[src/mrm_map.svh]
// Purpose: offsets, fields, reset values and timing for mode/map control
// Assumes: 32-bit AXI4-Lite data, register byte address = 4 * index
// Notes: included by the decoder and top design files of the block
//
// Summary of operation
// - mode pins are caught at reset release into special, B and A bits
// - special bit writable only while zero; first write after reset ignored
// - B/A bits: once when special bit one, anytime when zero; no peripheral
// - stretch off: E runs free; on: high on external, low on hidden internal
// - clock stretch enable reads one in every expanded mode
// - clock stretch enable: once in normal modes, anytime in special modes
// - visibility in special narrow shows internal cycles in wide format
// - visibility drives internal activity out in expanded modes; ignored in normal narrow
// - visibility and port E emulation: once normal; special skips first
// - bus wait-stop shuts external bus in wait after a drain delay
// - port E emulation in expanded mode sends port E registers external
// - mode register leaves the internal map in peripheral mode
// - position registers: once in normal modes, anytime in special modes
// - new mapping acts within two cycles after the write
// - overlap priority: debug ROM, registers, RAM, EEPROM, flash
// - in expanded modes unclaimed addresses are external accesses
// - register block: first 512 bytes of a 2K region, bits 15..11
// - RAM: first 512 bytes of a 2K region, reset at 0x0800
// - map wait-stop shuts the mapping interface during wait mode
// - active debug maps ROM at FF00-FFFF, control at FF00-FF06
// - special single chip starts with debug enabled and active
// - debug accesses use dead bus cycles; none in peripheral mode
// - mode encoding 000..111 as listed, 110 forced to peripheral
`ifndef MRM_MAP_SVH
`define MRM_MAP_SVH

// ----------------------------------------------------------------
// register indices and byte addresses
// ----------------------------------------------------------------
`define MRM_IDX_MODE 8'h0b
`define MRM_IDX_RAMPOS 8'h10
`define MRM_IDX_REGPOS 8'h11
`define MRM_IDX_DBGSTAT 8'h20
`define MRM_BYTE(i) ({i, 2'b00})

// ----------------------------------------------------------------
// field positions and reset values
// ----------------------------------------------------------------
`define MRM_F_SPECIAL_MODE_NOT 7
`define MRM_F_MODE_SELECT_B 6
`define MRM_F_MODE_SELECT_A 5
`define MRM_F_BUS_CLOCK_STRETCH_ENABLE 4
`define MRM_F_INTERNAL_VISIBILITY 3
`define MRM_F_EXT_BUS_WAIT_STOP 2
`define MRM_F_EME 0
`define MRM_F_MAP_IFACE_WAIT_STOP 0
`define MRM_RAMPOS_RST 5'h01
`define MRM_REGPOS_RST 5'h00
`define MRM_PORT_E_DATA_REG_OFS 9'h008
`define MRM_PORT_E_DIRECTION_REG_OFS 9'h009
`define MRM_DBG_HI 8'hff
`define MRM_DBG_CTL_LAST 8'h06
`define MRM_RESP_OKAY 2'h0
`define MRM_RESP_SLVERR 2'h2

// ----------------------------------------------------------------
// timing
// ----------------------------------------------------------------
`define MRM_CLK_NS 50
`define MRM_DRAIN_NS 200
`define MRM_DRAIN_CYC ((`MRM_DRAIN_NS + `MRM_CLK_NS - 1) / `MRM_CLK_NS)

`endif

[src/mrm_pkg.sv]
// Purpose: types shared by the mode/map control modules
// Assumes: nothing
// Notes: constants live in mrm_map.svh
package mrm_pkg;

  // operating modes from the latched bits
  typedef enum logic [2:0] {
    MRM_SPEC_SINGLE = 3'b000,
    MRM_SPEC_NARROW = 3'b001,
    MRM_SPEC_PERIPH = 3'b010,
    MRM_SPEC_WIDE = 3'b011,
    MRM_NORM_SINGLE = 3'b100,
    MRM_NORM_NARROW = 3'b101,
    MRM_FORCED_PERIPH = 3'b110,
    MRM_NORM_WIDE = 3'b111
  } mrm_mode_t;

  // decoded target of an address
  typedef enum logic [2:0] {
    MRM_T_NONE = 3'b000,
    MRM_T_DBGROM = 3'b001,
    MRM_T_REGS = 3'b010,
    MRM_T_RAM = 3'b011,
    MRM_T_EEPROM = 3'b100,
    MRM_T_FLASH = 3'b101,
    MRM_T_EXT = 3'b110
  } mrm_target_t;

endpackage

[src/mrm_map_if.sv]
// Purpose: carries map settings to the decoder and its answer back
// Assumes: one clock, decoder is combinational
// Notes: ctl side is the control top, dec side the decoder
`timescale 1ns/1ps
interface mrm_map_if;
  logic [4:0] reg_pos;
  logic [4:0] ram_pos;
  logic dbg_active;
  logic expanded;
  logic peripheral;
  logic port_e_emulation;
  logic eeprom_hit;
  logic flash_hit;
  logic [15:0] addr;
  mrm_pkg::mrm_target_t target;
  logic dbg_ctl_hit;
  modport ctl (output reg_pos, ram_pos, dbg_active, expanded, peripheral,
    port_e_emulation, eeprom_hit, flash_hit, addr, input target, dbg_ctl_hit);
  modport dec (input reg_pos, ram_pos, dbg_active, expanded, peripheral,
    port_e_emulation, eeprom_hit, flash_hit, addr, output target, dbg_ctl_hit);
endinterface

[src/mrm_decoder.sv]
// Purpose: resolves an address to one internal resource or external
// Assumes: position values are already the effective copies
// Notes: purely combinational
`timescale 1ns/1ps
`include "mrm_map.svh"
module mrm_decoder (
  // map settings and answer
  mrm_map_if.dec m
);

  logic rom_hit;
  logic reg_hit;
  logic ram_hit;
  logic pe_out;
  logic per_out;

  // -------------------------------------------------------------
  // address decode with fixed precedence
  // -------------------------------------------------------------
  always_comb
  begin
    rom_hit = m.dbg_active && (m.addr[15:8] == `MRM_DBG_HI);
    reg_hit = (m.addr[15:11] == m.reg_pos) &&
      (m.addr[10:9] == 2'b00);
    ram_hit = (m.addr[15:11] == m.ram_pos) &&
      (m.addr[10:9] == 2'b00);
    // port E registers leave the map when emulated externally
    pe_out = m.expanded && m.port_e_emulation &&
      ((m.addr[8:0] == `MRM_PORT_E_DATA_REG_OFS) ||
      (m.addr[8:0] == `MRM_PORT_E_DIRECTION_REG_OFS));
    // bus expansion registers, mode register among them, leave the map
    per_out = m.peripheral && (m.addr[8:4] == 5'h00);
    m.dbg_ctl_hit = rom_hit && (m.addr[7:0] <= `MRM_DBG_CTL_LAST);
    if (rom_hit)
      m.target = mrm_pkg::MRM_T_DBGROM;
    else if (reg_hit && !pe_out && !per_out)
      m.target = mrm_pkg::MRM_T_REGS;
    else if (reg_hit)
      m.target = m.expanded ? mrm_pkg::MRM_T_EXT : mrm_pkg::MRM_T_NONE;
    else if (ram_hit)
      m.target = mrm_pkg::MRM_T_RAM;
    else if (m.eeprom_hit)
      m.target = mrm_pkg::MRM_T_EEPROM;
    else if (m.flash_hit)
      m.target = mrm_pkg::MRM_T_FLASH;
    else if (m.expanded)
      m.target = mrm_pkg::MRM_T_EXT;
    else
      m.target = mrm_pkg::MRM_T_NONE;
  end

endmodule // mrm_decoder

[src/mrm_top.sv]
// Purpose: mode register, resource position registers, E clock,
//   visibility, wait shutdown and debug ROM mapping behind AXI4-Lite
// Assumes: master keeps AW and W valid until taken
// Notes: mode pins pass a two-stage synchroniser before capture
//
// The AXI4-Lite register port was chosen for this implementation.
`timescale 1ns/1ps
`include "mrm_map.svh"
module mrm_top #(
  parameter int DRAIN_CYC = `MRM_DRAIN_CYC
) (
  // clock and reset
  input wire logic aclk,
  input wire logic aresetn,
  // axi4-lite write
  input wire logic [9:0] s_axi_awaddr,
  input wire logic s_axi_awvalid,
  output logic s_axi_awready,
  input wire logic [31:0] s_axi_wdata,
  input wire logic [3:0] s_axi_wstrb,
  input wire logic s_axi_wvalid,
  output logic s_axi_wready,
  output logic [1:0] s_axi_bresp,
  output logic s_axi_bvalid,
  input wire logic s_axi_bready,
  // axi4-lite read
  input wire logic [9:0] s_axi_araddr,
  input wire logic s_axi_arvalid,
  output logic s_axi_arready,
  output logic [31:0] s_axi_rdata,
  output logic [1:0] s_axi_rresp,
  output logic s_axi_rvalid,
  input wire logic s_axi_rready,
  // mode select pins
  input wire logic debug_serial_pin,
  input wire logic mode_select_b,
  input wire logic mode_select_a,
  // cpu bus cycle
  input wire logic cpu_valid,
  input wire logic [15:0] cpu_addr,
  input wire logic wait_mode,
  input wire logic eeprom_hit,
  input wire logic flash_hit,
  // debug control
  input wire logic dbg_enable_cmd,
  input wire logic dbg_go_cmd,
  input wire logic enter_debug_instruction,
  input wire logic dbg_exit_cmd,
  input wire logic dbg_acc_req,
  input wire logic dbg_acc_write,
  input wire logic [15:0] dbg_acc_addr,
  // status and bus control outputs
  output logic [2:0] mode_r,
  output mrm_pkg::mrm_target_t target_r,
  output logic dbg_ctl_sel_r,
  output logic dbg_active_r,
  output logic dbg_acc_grant_r,
  output logic e_clk_r,
  output logic vis_drive_r,
  output logic vis_wide_r,
  output logic ext_bus_off_r,
  output logic map_off_r
);

  localparam int CW = $clog2(DRAIN_CYC + 1);

  logic [2:0] pin_s1_r;
  logic [2:0] pin_s2_r;
  logic arm_r;
  logic special_mode_not_r, mode_select_b_r, mode_select_a_r;
  logic bus_clock_stretch_enable_r, internal_visibility_r, ext_bus_wait_stop_r, eme_r;
  logic first_wr_r, mode_lock_r;
  logic [4:0] ram_pos_r, reg_pos_r, ram_eff_r, reg_eff_r;
  logic map_iface_wait_stop_r, ram_lock_r, reg_lock_r;
  logic dbg_en_r;
  logic awready_r, bvalid_r, arready_r, rvalid_r;
  logic [1:0] bresp_r, rresp_r;
  logic [31:0] rdata_r;
  logic [CW-1:0] drain_r;
  logic special, expanded, periph, vis_ok, internal, wr_en;
  logic [7:0] mode_rd, wbyte;
  mrm_map_if m ();

  // -------------------------------------------------------------
  // mode decode and decoder hookup
  // -------------------------------------------------------------
  assign mode_r = {special_mode_not_r, mode_select_b_r, mode_select_a_r};
  assign special = !special_mode_not_r;
  assign expanded = mode_select_a_r;
  assign periph = mode_select_b_r && !mode_select_a_r;
  assign vis_ok = internal_visibility_r && expanded &&
    (mode_r != mrm_pkg::MRM_NORM_NARROW);
  assign mode_rd = {special_mode_not_r, mode_select_b_r, mode_select_a_r, bus_clock_stretch_enable_r | expanded,
    internal_visibility_r, ext_bus_wait_stop_r, 1'b0, eme_r};
  assign wbyte = s_axi_wdata[7:0];
  assign wr_en = awready_r && s_axi_wstrb[0];
  assign m.reg_pos = reg_eff_r;
  assign m.ram_pos = ram_eff_r;
  assign m.dbg_active = dbg_active_r;
  assign m.expanded = expanded;
  assign m.peripheral = periph;
  assign m.port_e_emulation = eme_r;
  assign m.eeprom_hit = eeprom_hit;
  assign m.flash_hit = flash_hit;
  assign m.addr = cpu_valid ? cpu_addr : dbg_acc_addr;
  assign internal = (m.target != mrm_pkg::MRM_T_NONE) &&
    (m.target != mrm_pkg::MRM_T_EXT);

  mrm_decoder u_dec (
    .m(m)
  );

  // -------------------------------------------------------------
  // mode pin synchroniser (no reset: must hold pin levels)
  // -------------------------------------------------------------
  always_ff @(posedge aclk)
  begin
    pin_s1_r <= {debug_serial_pin, mode_select_b, mode_select_a};
    pin_s2_r <= pin_s1_r;
  end

  // -------------------------------------------------------------
  // mode register: capture at reset release, guarded writes
  // -------------------------------------------------------------
  always_ff @(posedge aclk)
  begin
    if (!aresetn)
    begin
      arm_r <= 1'b1;
      {special_mode_not_r, mode_select_b_r, mode_select_a_r} <= 3'h4;
      bus_clock_stretch_enable_r <= 1'b1;
      internal_visibility_r <= 1'b0;
      ext_bus_wait_stop_r <= 1'b0;
      eme_r <= 1'b0;
      first_wr_r <= 1'b0;
      mode_lock_r <= 1'b0;
    end
    else if (arm_r)
    begin
      arm_r <= 1'b0;
      {special_mode_not_r, mode_select_b_r, mode_select_a_r} <= pin_s2_r;
      bus_clock_stretch_enable_r <= 1'b1;
      internal_visibility_r <= !pin_s2_r[2];
      eme_r <= !pin_s2_r[2];
    end
    else if (wr_en && s_axi_awaddr == `MRM_BYTE(`MRM_IDX_MODE) && !periph)
    begin
      first_wr_r <= 1'b1;
      if (!special)
        mode_lock_r <= 1'b1;
      if (special && first_wr_r)
        special_mode_not_r <= wbyte[`MRM_F_SPECIAL_MODE_NOT];
      if ((special || !mode_lock_r) &&
        !(wbyte[`MRM_F_MODE_SELECT_B] && !wbyte[`MRM_F_MODE_SELECT_A]))
      begin
        mode_select_b_r <= wbyte[`MRM_F_MODE_SELECT_B];
        mode_select_a_r <= wbyte[`MRM_F_MODE_SELECT_A];
      end
      if (special || !mode_lock_r)
        bus_clock_stretch_enable_r <= wbyte[`MRM_F_BUS_CLOCK_STRETCH_ENABLE];
      if (special ? first_wr_r : !mode_lock_r)
      begin
        internal_visibility_r <= wbyte[`MRM_F_INTERNAL_VISIBILITY];
        eme_r <= wbyte[`MRM_F_EME];
      end
      ext_bus_wait_stop_r <= wbyte[`MRM_F_EXT_BUS_WAIT_STOP];
    end
  end

  // -------------------------------------------------------------
  // position registers and their delayed effective copies
  // -------------------------------------------------------------
  always_ff @(posedge aclk)
  begin
    if (!aresetn)
    begin
      ram_pos_r <= `MRM_RAMPOS_RST;
      reg_pos_r <= `MRM_REGPOS_RST;
      map_iface_wait_stop_r <= 1'b0;
      ram_lock_r <= 1'b0;
      reg_lock_r <= 1'b0;
    end
    else if (wr_en && s_axi_awaddr == `MRM_BYTE(`MRM_IDX_RAMPOS))
    begin
      if (special || !ram_lock_r)
        ram_pos_r <= wbyte[7:3];
      if (!special)
        ram_lock_r <= 1'b1;
    end
    else if (wr_en && s_axi_awaddr == `MRM_BYTE(`MRM_IDX_REGPOS))
    begin
      if (special || !reg_lock_r)
      begin
        reg_pos_r <= wbyte[7:3];
        map_iface_wait_stop_r <= wbyte[`MRM_F_MAP_IFACE_WAIT_STOP];
      end
      if (!special)
        reg_lock_r <= 1'b1;
    end
  end

  // new positions reach the decoder one cycle after they are stored
  always_ff @(posedge aclk)
  begin
    if (!aresetn)
    begin
      ram_eff_r <= `MRM_RAMPOS_RST;
      reg_eff_r <= `MRM_REGPOS_RST;
    end
    else
    begin
      ram_eff_r <= ram_pos_r;
      reg_eff_r <= reg_pos_r;
    end
  end

  // -------------------------------------------------------------
  // axi4-lite write channel: aw and w taken together
  // -------------------------------------------------------------
  always_ff @(posedge aclk)
  begin
    if (!aresetn)
    begin
      awready_r <= 1'b0;
      bvalid_r <= 1'b0;
      bresp_r <= `MRM_RESP_OKAY;
    end
    else if (awready_r)
    begin
      awready_r <= 1'b0;
      bvalid_r <= 1'b1;
      if (s_axi_awaddr == `MRM_BYTE(`MRM_IDX_MODE))
        bresp_r <= periph ? `MRM_RESP_SLVERR : `MRM_RESP_OKAY;
      else if (s_axi_awaddr == `MRM_BYTE(`MRM_IDX_RAMPOS))
        bresp_r <= `MRM_RESP_OKAY;
      else if (s_axi_awaddr == `MRM_BYTE(`MRM_IDX_REGPOS))
        bresp_r <= `MRM_RESP_OKAY;
      else
        bresp_r <= `MRM_RESP_SLVERR;
    end
    else if (bvalid_r)
    begin
      if (s_axi_bready)
        bvalid_r <= 1'b0;
    end
    else if (s_axi_awvalid && s_axi_wvalid && !arm_r)
      awready_r <= 1'b1;
  end

  assign s_axi_awready = awready_r;
  assign s_axi_wready = awready_r;
  assign s_axi_bvalid = bvalid_r;
  assign s_axi_bresp = bresp_r;

  // -------------------------------------------------------------
  // axi4-lite read channel
  // -------------------------------------------------------------
  always_ff @(posedge aclk)
  begin
    if (!aresetn)
    begin
      arready_r <= 1'b0;
      rvalid_r <= 1'b0;
      rdata_r <= 32'h0000_0000;
      rresp_r <= `MRM_RESP_OKAY;
    end
    else if (arready_r)
    begin
      arready_r <= 1'b0;
      rvalid_r <= 1'b1;
      rresp_r <= `MRM_RESP_OKAY;
      rdata_r <= 32'h0000_0000;
      if (s_axi_araddr == `MRM_BYTE(`MRM_IDX_MODE))
      begin
        if (periph)
          rresp_r <= `MRM_RESP_SLVERR;
        else
          rdata_r[7:0] <= mode_rd;
      end
      else if (s_axi_araddr == `MRM_BYTE(`MRM_IDX_RAMPOS))
        rdata_r[7:0] <= {ram_pos_r, 3'h0};
      else if (s_axi_araddr == `MRM_BYTE(`MRM_IDX_REGPOS))
        rdata_r[7:0] <= {reg_pos_r, 2'h0, map_iface_wait_stop_r};
      else if (s_axi_araddr == `MRM_BYTE(`MRM_IDX_DBGSTAT))
        rdata_r[3:0] <= {map_off_r, ext_bus_off_r, dbg_active_r, dbg_en_r};
      else
        rresp_r <= `MRM_RESP_SLVERR;
    end
    else if (rvalid_r)
    begin
      if (s_axi_rready)
        rvalid_r <= 1'b0;
    end
    else if (s_axi_arvalid && !arm_r)
      arready_r <= 1'b1;
  end

  assign s_axi_arready = arready_r;
  assign s_axi_rvalid = rvalid_r;
  assign s_axi_rdata = rdata_r;
  assign s_axi_rresp = rresp_r;

  // -------------------------------------------------------------
  // debug enable and activation
  // -------------------------------------------------------------
  always_ff @(posedge aclk)
  begin
    if (!aresetn)
    begin
      dbg_en_r <= 1'b0;
      dbg_active_r <= 1'b0;
    end
    else if (arm_r)
    begin
      dbg_en_r <= (pin_s2_r == mrm_pkg::MRM_SPEC_SINGLE);
      dbg_active_r <= (pin_s2_r == mrm_pkg::MRM_SPEC_SINGLE);
    end
    else
    begin
      if (dbg_enable_cmd)
        dbg_en_r <= 1'b1;
      if (dbg_exit_cmd)
        dbg_active_r <= 1'b0;
      else if (dbg_en_r && (dbg_go_cmd || enter_debug_instruction))
        dbg_active_r <= 1'b1;
    end
  end

  // -------------------------------------------------------------
  // decoded target, debug access grant on dead bus cycles
  // -------------------------------------------------------------
  always_ff @(posedge aclk)
  begin
    if (!aresetn)
    begin
      target_r <= mrm_pkg::MRM_T_NONE;
      dbg_ctl_sel_r <= 1'b0;
      dbg_acc_grant_r <= 1'b0;
    end
    else
    begin
      target_r <= (cpu_valid && !map_off_r) ? m.target :
        mrm_pkg::MRM_T_NONE;
      dbg_ctl_sel_r <= cpu_valid && !map_off_r && m.dbg_ctl_hit;
      dbg_acc_grant_r <= !cpu_valid && dbg_acc_req && !periph &&
        ((m.target == mrm_pkg::MRM_T_REGS) ||
        (m.target == mrm_pkg::MRM_T_RAM) ||
        (!dbg_acc_write && ((m.target == mrm_pkg::MRM_T_EEPROM) ||
        (m.target == mrm_pkg::MRM_T_FLASH))));
    end
  end

  // -------------------------------------------------------------
  // E clock and internal visibility
  // -------------------------------------------------------------
  always_ff @(posedge aclk)
  begin
    if (!aresetn)
    begin
      e_clk_r <= 1'b0;
      vis_drive_r <= 1'b0;
      vis_wide_r <= 1'b0;
    end
    else
    begin
      if (!mode_rd[`MRM_F_BUS_CLOCK_STRETCH_ENABLE])
        e_clk_r <= !e_clk_r;
      else if (cpu_valid && m.target == mrm_pkg::MRM_T_EXT)
        e_clk_r <= 1'b1;
      else if (cpu_valid && internal && !vis_ok)
        e_clk_r <= 1'b0;
      else
        e_clk_r <= !e_clk_r;
      vis_drive_r <= cpu_valid && internal && vis_ok;
      vis_wide_r <= cpu_valid && internal && vis_ok &&
        (mode_r == mrm_pkg::MRM_SPEC_NARROW);
    end
  end

  // -------------------------------------------------------------
  // wait-mode shutdown: bus after drain delay, map at once
  // -------------------------------------------------------------
  always_ff @(posedge aclk)
  begin
    if (!aresetn)
    begin
      drain_r <= '0;
      ext_bus_off_r <= 1'b0;
      map_off_r <= 1'b0;
    end
    else
    begin
      if (!(wait_mode && ext_bus_wait_stop_r))
        drain_r <= '0;
      else if (drain_r != CW'(DRAIN_CYC))
        drain_r <= drain_r + 1'b1;
      ext_bus_off_r <= wait_mode && ext_bus_wait_stop_r &&
        (drain_r == CW'(DRAIN_CYC));
      map_off_r <= wait_mode && map_iface_wait_stop_r;
    end
  end
endmodule // mrm_top

[config.mk]
export PLATFORM = sky130hd
export DESIGN_NAME = mrm_top
export DESIGN_NICKNAME = d
export VERILOG_FILES = /design/src/mrm_pkg.sv /design/src/mrm_map_if.sv /design/src/mrm_decoder.sv /design/src/mrm_top.sv
export VERILOG_INCLUDE_DIRS = /design/src /design/src/src
export SDC_FILE = /design/constraint.sdc
export NUM_CORES = 1
export LEC_CHECK = 0
export ABC_AREA = 0
export ABC_CLOCK_PERIOD_IN_PS = 2350
export BUFFER_PORTS_ARGS = -buffer_cell sky130_fd_sc_hd__buf_4
export CAP_MARGIN = 5
export CORE_AREA = 2 2 107 109
export DETAILED_ROUTE_END_ITERATION = 6
export DIE_AREA = 0 0 109 111
export MAX_ROUTING_LAYER = met4
export PLACE_DENSITY_LB_ADDON = 0.25
export SLEW_MARGIN = 10
export SYNTH_ARGS = -nofsm -noshare
export SYNTH_HDL_FRONTEND = slang
export SYNTH_SLANG_ARGS = --single-unit
[constraint.sdc]
create_clock -name aclk -period 2.35 [get_ports aclk]
set_input_delay 0.47 -clock aclk [delete_from_list [all_inputs] [get_ports aclk]]
set_output_delay 0.47 -clock aclk [all_outputs]
set_load 0.05 [all_outputs]
==> run_results.csv, run 1 <==
group,metric,value,unit
outcome,status,"complete, no violations",
sta,setup_ws,0.4334,ns
setup_path,critPathKind,"in -> reg",
logic_synthesis,synthesis.area,0.003241,mm^2
setup_path,critPathLaunchType,"primary input",
grt,grt_first_pass_wirelength,13.79,mm
hold_path,hold_path_class,"in -> reg",
logic_synthesis,yosysSeqAreaShare,42.01,%
drt,dr.pass1.iters,4,
sta,rsz0062_at_grt,"false",
finish,diodes,0,
clock_tree,cts.path.max_buffers,2,
finish,drive_gt1_share,29.38,%
power_and_ir_drop,ir_drop,373.3,uV
sta,timing.fmax,521.7,MHz
power_and_ir_drop,clock_power_share,44.2,%
clock_tree,cts_hold_buffers,0,
logic_synthesis,synth_seq_cells,68,
sta,clock-skew-final,0.007903,ns
clock_tree,clock_latency,0.33,ns
run,max_cap_violations,0,
floorplanning,start_util,29.26,%
logic_synthesis,yosys_warnings,0,
placed_design,place_ws,0.04715,ns
drt,first_iter_violations,99,
sta,worstMarginPinSlew,0.5065,ns
logic_synthesis,synth_edf_count,0,
floorplanning,dieArea,0.01210,mm^2
logic_synthesis,syn_inst,369,
placed_design,io_buffers,107,
logic_synthesis,async_reset_ff_share,0,%
drt,vias,2925,
finish,final_cell_mix,"buf_4, dfxtp_1, nor2_1",
grt,grt_max_degree,25,
sta,setup_viol,0,
clock_tree,numCtsBuffers,9,
sta,finalCritPeriodShare,81.56,%
floorplanning,rows,39,
power_and_ir_drop,p_comb_share,15.1,%
logic_synthesis,synthXorXnorAreaFrac,2.973,%
floorplanning,io_pins,163,
placed_design,hpwlAfterDp,6.897,mm
power_and_ir_drop,p_leak,1.912,nW
sta,tns,0,ns
grt,track_usage,15.16,%
clock_tree,post_cts_buffers,0,
clock_tree,cts_root_buffer,"clkbuf_16",
sta,slew_violations,0,
clock_tree,cts_tree,"built",
setup_path,cp_max_fo,6,
drt,routed_via_density,4.695,
drt,antenna_left,0,
logic_synthesis,muxShareOfSynthArea,8.649,%
logic_synthesis,syn_avg_cell_area,8.782,um^2
floorplanning,die_h,111,um
power_and_ir_drop,swShare,27.27,%
logic_synthesis,synth-adder-area-share,0.7722,%
finish,final_common_cell,"buf_4",
clock_tree,clkTransAtPathRegs,0.06,ns
floorplanning,core_area,0.01108,mm^2
finish,area_growth,34.98,%
grt,antenna_found_initial,0,
drt,wl,8.755,mm
setup_path,worstPathRequired,2.57,ns
clock_tree,htreeDepth,3,
power_and_ir_drop,seqPwrFrac,40.6,%
sta,finalHoldViolations,0,
setup_path,crit_arrival,2.13,ns
drt,post-route-drc-count,0,
drt,wire_per_inst,14.05,um
logic_synthesis,synth_ff_type,"dfxtp_1",
logic_synthesis,synth-compound-area-share,12.47,%
logic_synthesis,ys_types,52,
power_and_ir_drop,power.density,680.0,mW/mm^2
grt,grt_pass1_vias,2894,
logic_synthesis,synth_top_family_by_area,"simple AND/OR/NAND/NOR gates",
finish,nets,586,
clock_tree,post_cts_resized,0,
sta,period_minus_slack,1.917,ns
clock_tree,clock_sinks,68,
setup_path,endpoint_kind,"flop",
power_and_ir_drop,p_int,2.163,mW
logic_synthesis,synthSimpleGateAreaFrac,23.24,%
floorplanning,chipWidth,109,um
grt,grt-ovfl-total,0,
placed_design,gp_congestion,0.8244,
sta,slew_headroom,66.19,%
power_and_ir_drop,power_switching,0.8112,mW
-- metal layers --
layer	share of wire, %	wire length, um	up-vias	track usage (%)
met2	49	4253	116	26.05
met4	1.6	141	0	4.957
met3	7.5	661	15	3.939
met5	0	0	-	-
met1	42	3700	1341	16.89
li1	-	-	1453	-
-- kinds of logic (layout without fill, tap and decap cells) --
logic type,count (synthesis),after routing
xor+xnor,11,11
compound gates,62,62
other cells,1,26
fa+ha+maj,2,2
simple gates,146,146
mux,27,27
flops,68,68
buf+inv,52,138
-- cells in the mapped netlist (2+ instances only) --
master | n | area [um^2]
ha_1 | 2 | 25.02
nor3_1 | 12 | 60.06
xnor2_1 | 11 | 96.34
mux2i_2 | 2 | 27.53
buf_4 | 30 | 225.2
nand2_1 | 27 | 101.4
clkbuf_1 | 10 | 37.54
a21oi_1 | 23 | 115.1
o211ai_1 | 3 | 22.52
or2_2 | 2 | 12.51
mux2_2 | 2 | 22.52
nand3_1 | 11 | 55.05
nor2b_1 | 4 | 25.02
a31oi_1 | 6 | 37.54
nor4_1 | 7 | 43.79
nor2_1 | 44 | 165.2
dfxtp_1 | 68 | 1361
and4b_1 | 2 | 20.02
inv_1 | 10 | 37.54
o21ai_0 | 11 | 55.05
and3_1 | 3 | 18.77
and2_1 | 11 | 68.82
nand2b_1 | 8 | 50.05
nand4_1 | 5 | 31.28
mux2i_1 | 23 | 230.2
nor4_2 | 2 | 25.02
a211oi_1 | 3 | 22.52
a221oi_1 | 3 | 26.28
-- path summary, 6_finish.rpt --
kind	start	endpoint	slack [ns]	cells after the start
min reg2reg	pin_s1_r[2]$_DFF_P_	pin_s2_r[2]$_DFF_P_	0.33	0
min	mode_select_b	pin_s1_r[1]$_DFF_P_	0.24	1
max reg2reg	s_axi_awready$_SDFF_PP0_	reg_pos_r[4]$_SDFFE_PN0P_	0.51	5
max	s_axi_awaddr[4]	reg_pos_r[4]$_SDFFE_PN0P_	0.43	7
-- stage by stage --
step | total power [mW] | hold slack [ns] | area (um^2) | util, % | cells
CTS | 3.013 | 0.2246 | 4374 | 39.49 | 623
global route | 3.086 | 0.2295 | 4374 | 39.49 | 623
finish | 2.974 | 0.2376 | 4374 | 39.49 | 623
floorplan | 1.544 | 0.3096 | 3334 | - | 394
detailed placement | 1.686 | 0.3153 | 4083 | 36.86 | 608
global placement | 1.680 | 0.3144 | 4083 | 36.86 | 608
-- registers in the layout, summed over array words and instances, names as in the netlist, 3 cells and up --
register / cells
drain_r: 3
m.ram_pos: 5
m.reg_pos: 5
pin_s1_r: 3
pin_s2_r: 3
ram_pos_r: 5
reg_pos_r: 5
s_axi_rdata: 8
target_r: 3
-- power by group through the flow --
stage / Clock (mW) / Sequential (mW) / Combinational [mW]
6_report: 1.32 / 1.21 / 0.450
3_3_place_gp: 0 / 1.23 / 0.446
5_1_grt: 1.39 / 1.21 / 0.483
4_1_cts: 1.35 / 1.21 / 0.453
2_1_floorplan: 0 / 1.27 / 0.272
3_5_place_dp: 0 / 1.23 / 0.452
-- final cells by class --
type / instances / area [um^2]
Clock buffer: 9 / 225.2
Clock inverter: 6 / 66.31
Fill cell: 1141 / 6703
Inverter: 10 / 37.54
Multi-Input combinational cell: 274 / 1657
Sequential cell: 68 / 1361
Tap cell: 143 / 178.9
Timing Repair Buffer: 113 / 848.3
-- worst max-delay path, cell delays in order --
cell and delay, ns:
buf_4 0.11, nor4_1 0.26, nand2_1 0.14, nor3_1 0.40, nand3_1 0.43, mux2i_1 0.28, nor2_1 0.06
Power figures use the tool's default switching activity.
==> run 2: changes to the inputs <==
--- a/config.mk
+++ b/config.mk
@@ -6,13 +6,13 @@
 export SDC_FILE = /design/constraint.sdc
 export NUM_CORES = 1
 export LEC_CHECK = 0
-export ABC_AREA = 0
-export ABC_CLOCK_PERIOD_IN_PS = 2350
+export ABC_AREA = 1
+export ABC_CLOCK_PERIOD_IN_PS = 1920
 export BUFFER_PORTS_ARGS = -buffer_cell sky130_fd_sc_hd__buf_4
 export CAP_MARGIN = 5
-export CORE_AREA = 2 2 107 109
+export CORE_AREA = 2 2 113 115
 export DETAILED_ROUTE_END_ITERATION = 6
-export DIE_AREA = 0 0 109 111
+export DIE_AREA = 0 0 115 117
 export MAX_ROUTING_LAYER = met4
 export PLACE_DENSITY_LB_ADDON = 0.25
 export SLEW_MARGIN = 10
==> constraint.sdc (replaced) <==
create_clock -name aclk -period 1.92 [get_ports aclk]
set_input_delay 0.384 -clock aclk [delete_from_list [all_inputs] [get_ports aclk]]
set_output_delay 0.384 -clock aclk [all_outputs]
set_load 0.05 [all_outputs]
==> run 2 against run 1 <==
Net effect: clock power up 53%; synthesized cell count up 44%; combinational power up 42%; hold slack worse by 0.084 ns; core utilization up 0.80 points; total power up 39%; clock-buffer cell count up 1; non-clock buffer count up 23; first-iteration DRC count up 52%; largest cell class unchanged; highest routed layer unchanged.
==> run_results.csv, run 2 <==
group,metric,value,unit
finish,instances_no_fill,815,
finish,diodes,0,
power_and_ir_drop,p_leak,2.514,nW
clock_tree,cts.path.max_buffers,2,
placed_design,gp_congestion,0.8328,
logic_synthesis,async_reset_ff_share,0,%
setup_path,cpLargestDelayFamily,"flip-flops",
clock_tree,cts_root_buffer,"clkbuf_16",
logic_synthesis,syn_avg_cell_area,6.708,um^2
power_and_ir_drop,ir_drop,560.5,uV
logic_synthesis,syn_inst,532,
setup_path,path_buf_inv,1,
setup_path,r2r_end,"e_clk_r$_SDFF_PN0_",
logic_synthesis,netlist_top_cells_count,"nand2_1, inv_1, dfxtp_1",
sta,rsz0062_at_grt,"false",
grt,track_usage,15.45,%
outcome,status,"complete, no violations",
finish,largest_reg_flops,8,
floorplanning,dieArea,0.01346,mm^2
logic_synthesis,synthesis.area,0.003568,mm^2
drt,post-route-drc-count,0,
floorplanning,start_util,28.98,%
setup_path,endpoint_kind,"primary output",
setup_path,r2r_slack,0.20,ns
finish,area_growth,38.99,%
placed_design,io_buffers,108,
grt,antenna_found_initial,0,
drt,first_iter_violations,150,
sta,finalHoldViolations,0,
floorplanning,io_pins,163,
sta,setup_ws,0.1790,ns
logic_synthesis,synth_most_common_cell,"nand2_1",
logic_synthesis,synth_edf_count,0,
sta,setup_viol,0,
finish,final_cell_mix,"buf_4, nand2_1, inv_1",
floorplanning,core_area,0.01231,mm^2
placed_design,hpwlAfterDp,7.831,mm
logic_synthesis,ys_types,32,
clock_tree,clock_sinks,68,
clock_tree,htreeDepth,3,
setup_path,timing.rr.start,"mode_select_b_r$_SDFFE_PN0P_",
sta,slew_headroom,58.88,%
logic_synthesis,synth_area_leaders,"dfxtp_1, nand2_1, inv_1, buf_4, nand3_1",
setup_path,crit_arrival,1.36,ns
setup_path,r2r_cells,13,
drt,vias,3622,
sta,timing.fmax,574.4,MHz
setup_path,worstPathRequired,1.54,ns
drt,routed_via_density,4.444,
sta,period_minus_slack,1.741,ns
floorplanning,chipWidth,115,um
grt,grt_max_degree,34,
floorplanning,rows,41,
hold_path,hold_path_depth,1,
setup_path,critPathMaxStageDelay,0.71,ns
drt,dr.pass1.iters,6,
clock_tree,clock_latency,0.33,ns
logic_synthesis,yosys.area.top_type,"dfxtp_1",
grt,grt-ovfl-total,0,
finish,drive_gt1_share,25.56,%
setup_path,critPathKind,"reg -> out",
drt,wl,9.971,mm
clock_tree,numCtsBuffers,9,
hold_path,hold_start,"mode_select_a",
setup_path,critical-path-slowest-cell,"dfxtp_1",
power_and_ir_drop,power.density,834.8,mW/mm^2
sta,worstMarginPinSlew,0.6160,ns
grt,grt_first_pass_wirelength,15.90,mm
sta,hold_ws,0.1532,ns
run,max_cap_violations,0,
setup_path,critPathLaunchType,"flop",
sta,tns,0,ns
clock_tree,clkTransAtPathRegs,0.06,ns
logic_synthesis,yosysSeqAreaShare,38.15,%
logic_synthesis,synth_seq_cells,68,
hold_path,hold-path-endpoint,"pin_s1_r[0]$_DFF_P_",
logic_synthesis,yosys_warnings,0,
placed_design,place_ws,-0.1492,ns
finish,final_common_cell,"buf_4",
finish,nFillCells,1261,
sta,slew_violations,0,
logic_synthesis,synth_top_area_share,38.15,%
drt,wire_per_inst,12.23,um
drt,antenna_left,0,
sta,finalCritPeriodShare,90.68,%
clock_tree,cts_tree,"built",
sta,clock-skew-final,0.006236,ns
placed_design,dp.cells,798,
hold_path,hold_path_class,"in -> reg",
grt,grt_pass1_vias,3393,
floorplanning,die_h,117,um
setup_path,cp_cell_sequence,"buf_4",
logic_synthesis,synth_ff_type,"dfxtp_1",
finish,nets,770,
setup_path,cp_max_fo,18,
==> run 2: cell count changes in the layout (fill, tap and decap cells not counted), sizes merged, moves of 5 or more <==
| cell | change |
|---|---|
| mux2i | -25 |
| and2 | -12 |
| o211ai | +5 |
| xnor2 | -11 |
| o21ai | +17 |
| nand2b | -8 |
| inv | +87 |
| nand2 | +98 |
| buf | +23 |
| nand3 | +26 |
==> run 2: cell families (layout without fill, tap and decap cells) <==
group / Yosys count / count (layout) / synth area share (%)
other: 1 / 26 / 0.1051
AO/OA/AOI/OAI: 83 / 83 / 13.88
flip-flops: 68 / 68 / 38.15
buffers and inverters: 143 / 251 / 18.58
adder cells (fa/ha/maj): 2 / 2 / 0.7012
XOR/XNOR: 1 / 1 / 0.2455
AND/OR/NAND/NOR: 234 / 234 / 28.33
==> run 2: layout make-up <==
class / count / area [um^2] / share of cell area [%]
timing repair buffer: 136 / 1021 / 20.59
clock inverter: 6 / 136.4 / 2.750
tap: 150 / 187.7 / 3.784
multi-input combinational: 346 / 1649 / 33.25
inverter: 99 / 374.1 / 7.543
sequential: 68 / 1363 / 27.47
clock buffer: 10 / 229.0 / 4.617
==> run 2: timing repair <==
| item | in CTS | in global routing |
|---|---|---|
| setup buffers | 0 | 1 |
| resized for setup | 0 | 6 |
| hold buffers | 0 | 0 |
| setup endpoints to repair | 0 | 4 |
==> run 2: worst max path at each step <==
stage,cells after the start,start,slack (ns),end
finish,1,s_axi_arready$_SDFF_PP0_,0.18,s_axi_arready
global route,17,cpu_valid,0.02,e_clk_r$_SDFF_PN0_
CTS,13,mode_select_b_r$_SDFFE_PN0P_,0.02,e_clk_r$_SDFF_PN0_
detailed placement,15,cpu_valid,-0.15,e_clk_r$_SDFF_PN0_
global placement,15,cpu_valid,-0.1,e_clk_r$_SDFF_PN0_
floorplan,15,cpu_valid,0.22,e_clk_r$_SDFF_PN0_
==> run 2: per-stage QoR <==
stage	area (um^2)	util, %	power [mW]
after floorplan	3662	-	1.937
after global placement	4572	37.13	2.137
after detailed placement	4572	37.13	2.143
after CTS	4937	40.10	4.174
after global routing	4960	40.28	4.305
final	4960	40.28	4.140
==> run 2: power breakdown <==
group / internal (mW) / leakage [nW] / switching, mW
Sequential: 1.45 / 0.554 / 0.0330
Combinational: 0.226 / 1.79 / 0.411
Clock: 1.40 / 0.173 / 0.620
==> run 2: metal layers <==
layer	part of all wire, %	vias to the layer above	wire length [um]	global-route usage [%]
li1	-	1891	-	-
met1	45	1594	4519	18.95
met2	46	126	4604	25.65
met3	7.4	11	741	3.759
met4	1.1	0	106	3.936
met5	0	-	0	-
==> run 3: changes to the inputs <==
--- a/config.mk
+++ b/config.mk
@@ -8,9 +8,10 @@
 export LEC_CHECK = 0
 export ABC_AREA = 1
 export ABC_CLOCK_PERIOD_IN_PS = 1920
-export BUFFER_PORTS_ARGS = -buffer_cell sky130_fd_sc_hd__buf_4
+export BUFFER_PORTS_ARGS = -buffer_cell sky130_fd_sc_hd__clkbuf_2
 export CAP_MARGIN = 5
 export CORE_AREA = 2 2 113 115
+export CTS_BUF_LIST = sky130_fd_sc_hd__clkbuf_8
 export DETAILED_ROUTE_END_ITERATION = 6
 export DIE_AREA = 0 0 115 117
 export MAX_ROUTING_LAYER = met4
==> run 3 against run 2 <==
Net effect: maximum frequency grew 2.2%; flip-flop and latch count stayed put; sequential share of layout area grew 2.3 points; register-to-register slack improved by 0.02 ns; clock skew is 0.0086 ns higher; global-route usage about the same; largest cell class unchanged; largest power group is now sequential cells.
==> run_results.csv, run 3 (synthesized netlist as in run 2, its figures left out) <==
group,metric,value,unit
power_and_ir_drop,finalPower,3.487,mW
hold_path,hold_start,"debug_serial_pin",
clock_tree,cts_root_buffer,"clkbuf_8",
setup_path,startpoint,"expanded$_SDFFE_PN0P_",
placed_design,gp_congestion,0.8516,
floorplanning,start_util,28.98,%
grt,antenna_found_initial,0,
grt,track_usage,15.41,%
drt,wire_per_inst,12.02,um
clock_tree,numCtsBuffers,9,
floorplanning,dieArea,0.01346,mm^2
drt,first_iter_violations,148,
clock_tree,htreeDepth,3,
clock_tree,clkTransAtPathRegs,0.08,ns
drt,wl,9.805,mm
finish,final_common_cell,"nand2_1",
finish,final_cell_mix,"nand2_1, clkbuf_2, inv_1",
floorplanning,core_area,0.01231,mm^2
sta,timing.fmax,587.2,MHz
drt,dr.pass1.iters,4,
sta,slew_violations,0,
outcome,status,"complete, no violations",
drt,wl_met3,684,um
floorplanning,die_h,117,um
setup_path,worstPathRequired,2.15,ns
drt,vias,3590,
setup_path,cp_max_fo,6,
clock_tree,cts_tree,"built",
drt,met1_length,4.587,mm
power_and_ir_drop,p_int,2.475,mW
grt,grt_max_degree,31,
placed_design,io_buffers,108,
finish,nFillCells,1324,
finish,nets,772,
sta,clock-skew-final,0.01486,ns
setup_path,crit_arrival,1.93,ns
clock_tree,clock_sinks,68,
floorplanning,io_pins,163,
sta,period_minus_slack,1.703,ns
sta,finalHoldViolations,0,
power_and_ir_drop,seqPwrFrac,42.2,%
clock_tree,cts_hold_buffers,0,
drt,maxUsedRoutingLayer,"met4",
floorplanning,chipWidth,115,um
grt,grt-ovfl-total,0,
setup_path,endpoint_kind,"flop",
placed_design,hpwlAfterDp,7.862,mm
setup_path,critPathKind,"reg -> reg",
power_and_ir_drop,p_leak,2.390,nW
power_and_ir_drop,swShare,29.03,%
setup_path,timing.rr.start,"expanded$_SDFFE_PN0P_",
sta,setup_viol,0,
power_and_ir_drop,power.density,763.1,mW/mm^2
placed_design,dp.cells,801,
drt,routed_via_density,4.400,
setup_path,critPathLaunchType,"flop",
run,max_cap_violations,0,
finish,largest_reg_flops,8,
drt,post-route-drc-count,0,
hold_path,hold_path_class,"in -> reg",
drt,antenna_left,0,
finish,diodes,0,
finish,final_util,37.11,%
clock_tree,cts.path.max_buffers,2,
finish,area_growth,28.05,%
grt,grt_first_pass_wirelength,15.84,mm
power_and_ir_drop,clock_power_share,40.9,%
floorplanning,rows,41,
sta,finalCritPeriodShare,88.70,%
finish,instances_no_fill,816,
drt,wl_met2,4.487,mm
clock_tree,clock_latency,0.35,ns
power_and_ir_drop,power_switching,1.012,mW
sta,rsz0062_at_grt,"false",
power_and_ir_drop,p_comb_share,16.8,%
power_and_ir_drop,ir_drop,536.7,uV
grt,grt_pass1_vias,3358,
finish,drive_gt1_share,25.53,%
-- run 3: cell types whose count changed in the layout (fill, tap and decap cells not counted), moves of 9 or more --
cell / change
clkbuf_2: +108
buf_4: -106
clkbuf_16: -9
clkbuf_8: +9
-- run 3: metal layers --
metal  vias up  track usage (%)
li1       1898                -
met1      1560            19.16
met2       128            25.45
met3         4            3.862
met4         0            3.373
met5         -                -
-- run 3: final cells by class --
class | instances | area, um^2 | share of cell area [%]
Multi-Input combinational cell | 346 | 1645 | 36.01
Sequential cell | 68 | 1361 | 29.79
Timing Repair Buffer | 138 | 765.7 | 16.76
Inverter | 99 | 371.6 | 8.133
Tap cell | 150 | 187.7 | 4.107
Clock buffer | 9 | 123.9 | 2.711
Clock inverter | 6 | 113.9 | 2.492
-- run 3: timing repair --
item,CTS,global route
setup endpoints to repair,0,4
setup buffers,0,0
resized for setup,0,2
-- run 3: path summary, 6_finish.rpt --
| path | to | slack [ns] | depth (start not counted) |
|---|---|---|---|
| setup / recovery | e_clk_r$_SDFF_PN0_ | 0.22 | 13 |
| hold / removal | pin_s1_r[2]$_DFF_P_ | 0.13 | 1 |
| setup reg to reg | e_clk_r$_SDFF_PN0_ | 0.22 | 13 |
| hold reg to reg | pin_s2_r[1]$_DFF_P_ | 0.33 | 0 |
-- run 3: per-stage QoR --
| step | cell area (um^2) | hold slack, ns | worst slack [ns] | TNS [ns] |
|---|---|---|---|---|
| floorplan | 3662 | 0.3096 | 0.2242 | 0 |
| global placement | 4324 | 0.3134 | -0.08136 | -0.1324 |
| detailed placement | 4324 | 0.3128 | -0.1117 | -0.2344 |
| CTS | 4562 | 0.1096 | 0.07659 | 0 |
| global route | 4569 | 0.1201 | 0.006464 | 0 |
| finish | 4569 | 0.1302 | 0.2169 | 0 |
-- run 3: power by group through the flow --
stage	combinational, mW	clock (mW)	sequential [mW]
2_1_floorplan	0.381	0	1.56
3_3_place_gp	0.580	0	1.50
4_1_cts	0.589	1.46	1.47
6_report	0.587	1.43	1.47
3_5_place_dp	0.587	0	1.50
5_1_grt	0.649	1.51	1.48
-- run 3: critical path, cell delays in order (launching register included) --
cell and delay, ns:
dfxtp_1 0.50, nand2_1 0.16, nor2_1 0.12, nand2_1 0.06, nand2_1 0.05, nand2_1 0.04
nand3_1 0.10, nand3_1 0.12, nor2_2 0.14, nand2_2 0.07, nand2_2 0.08, nand2_1 0.05
nand2_1 0.05, a21oi_1 0.05
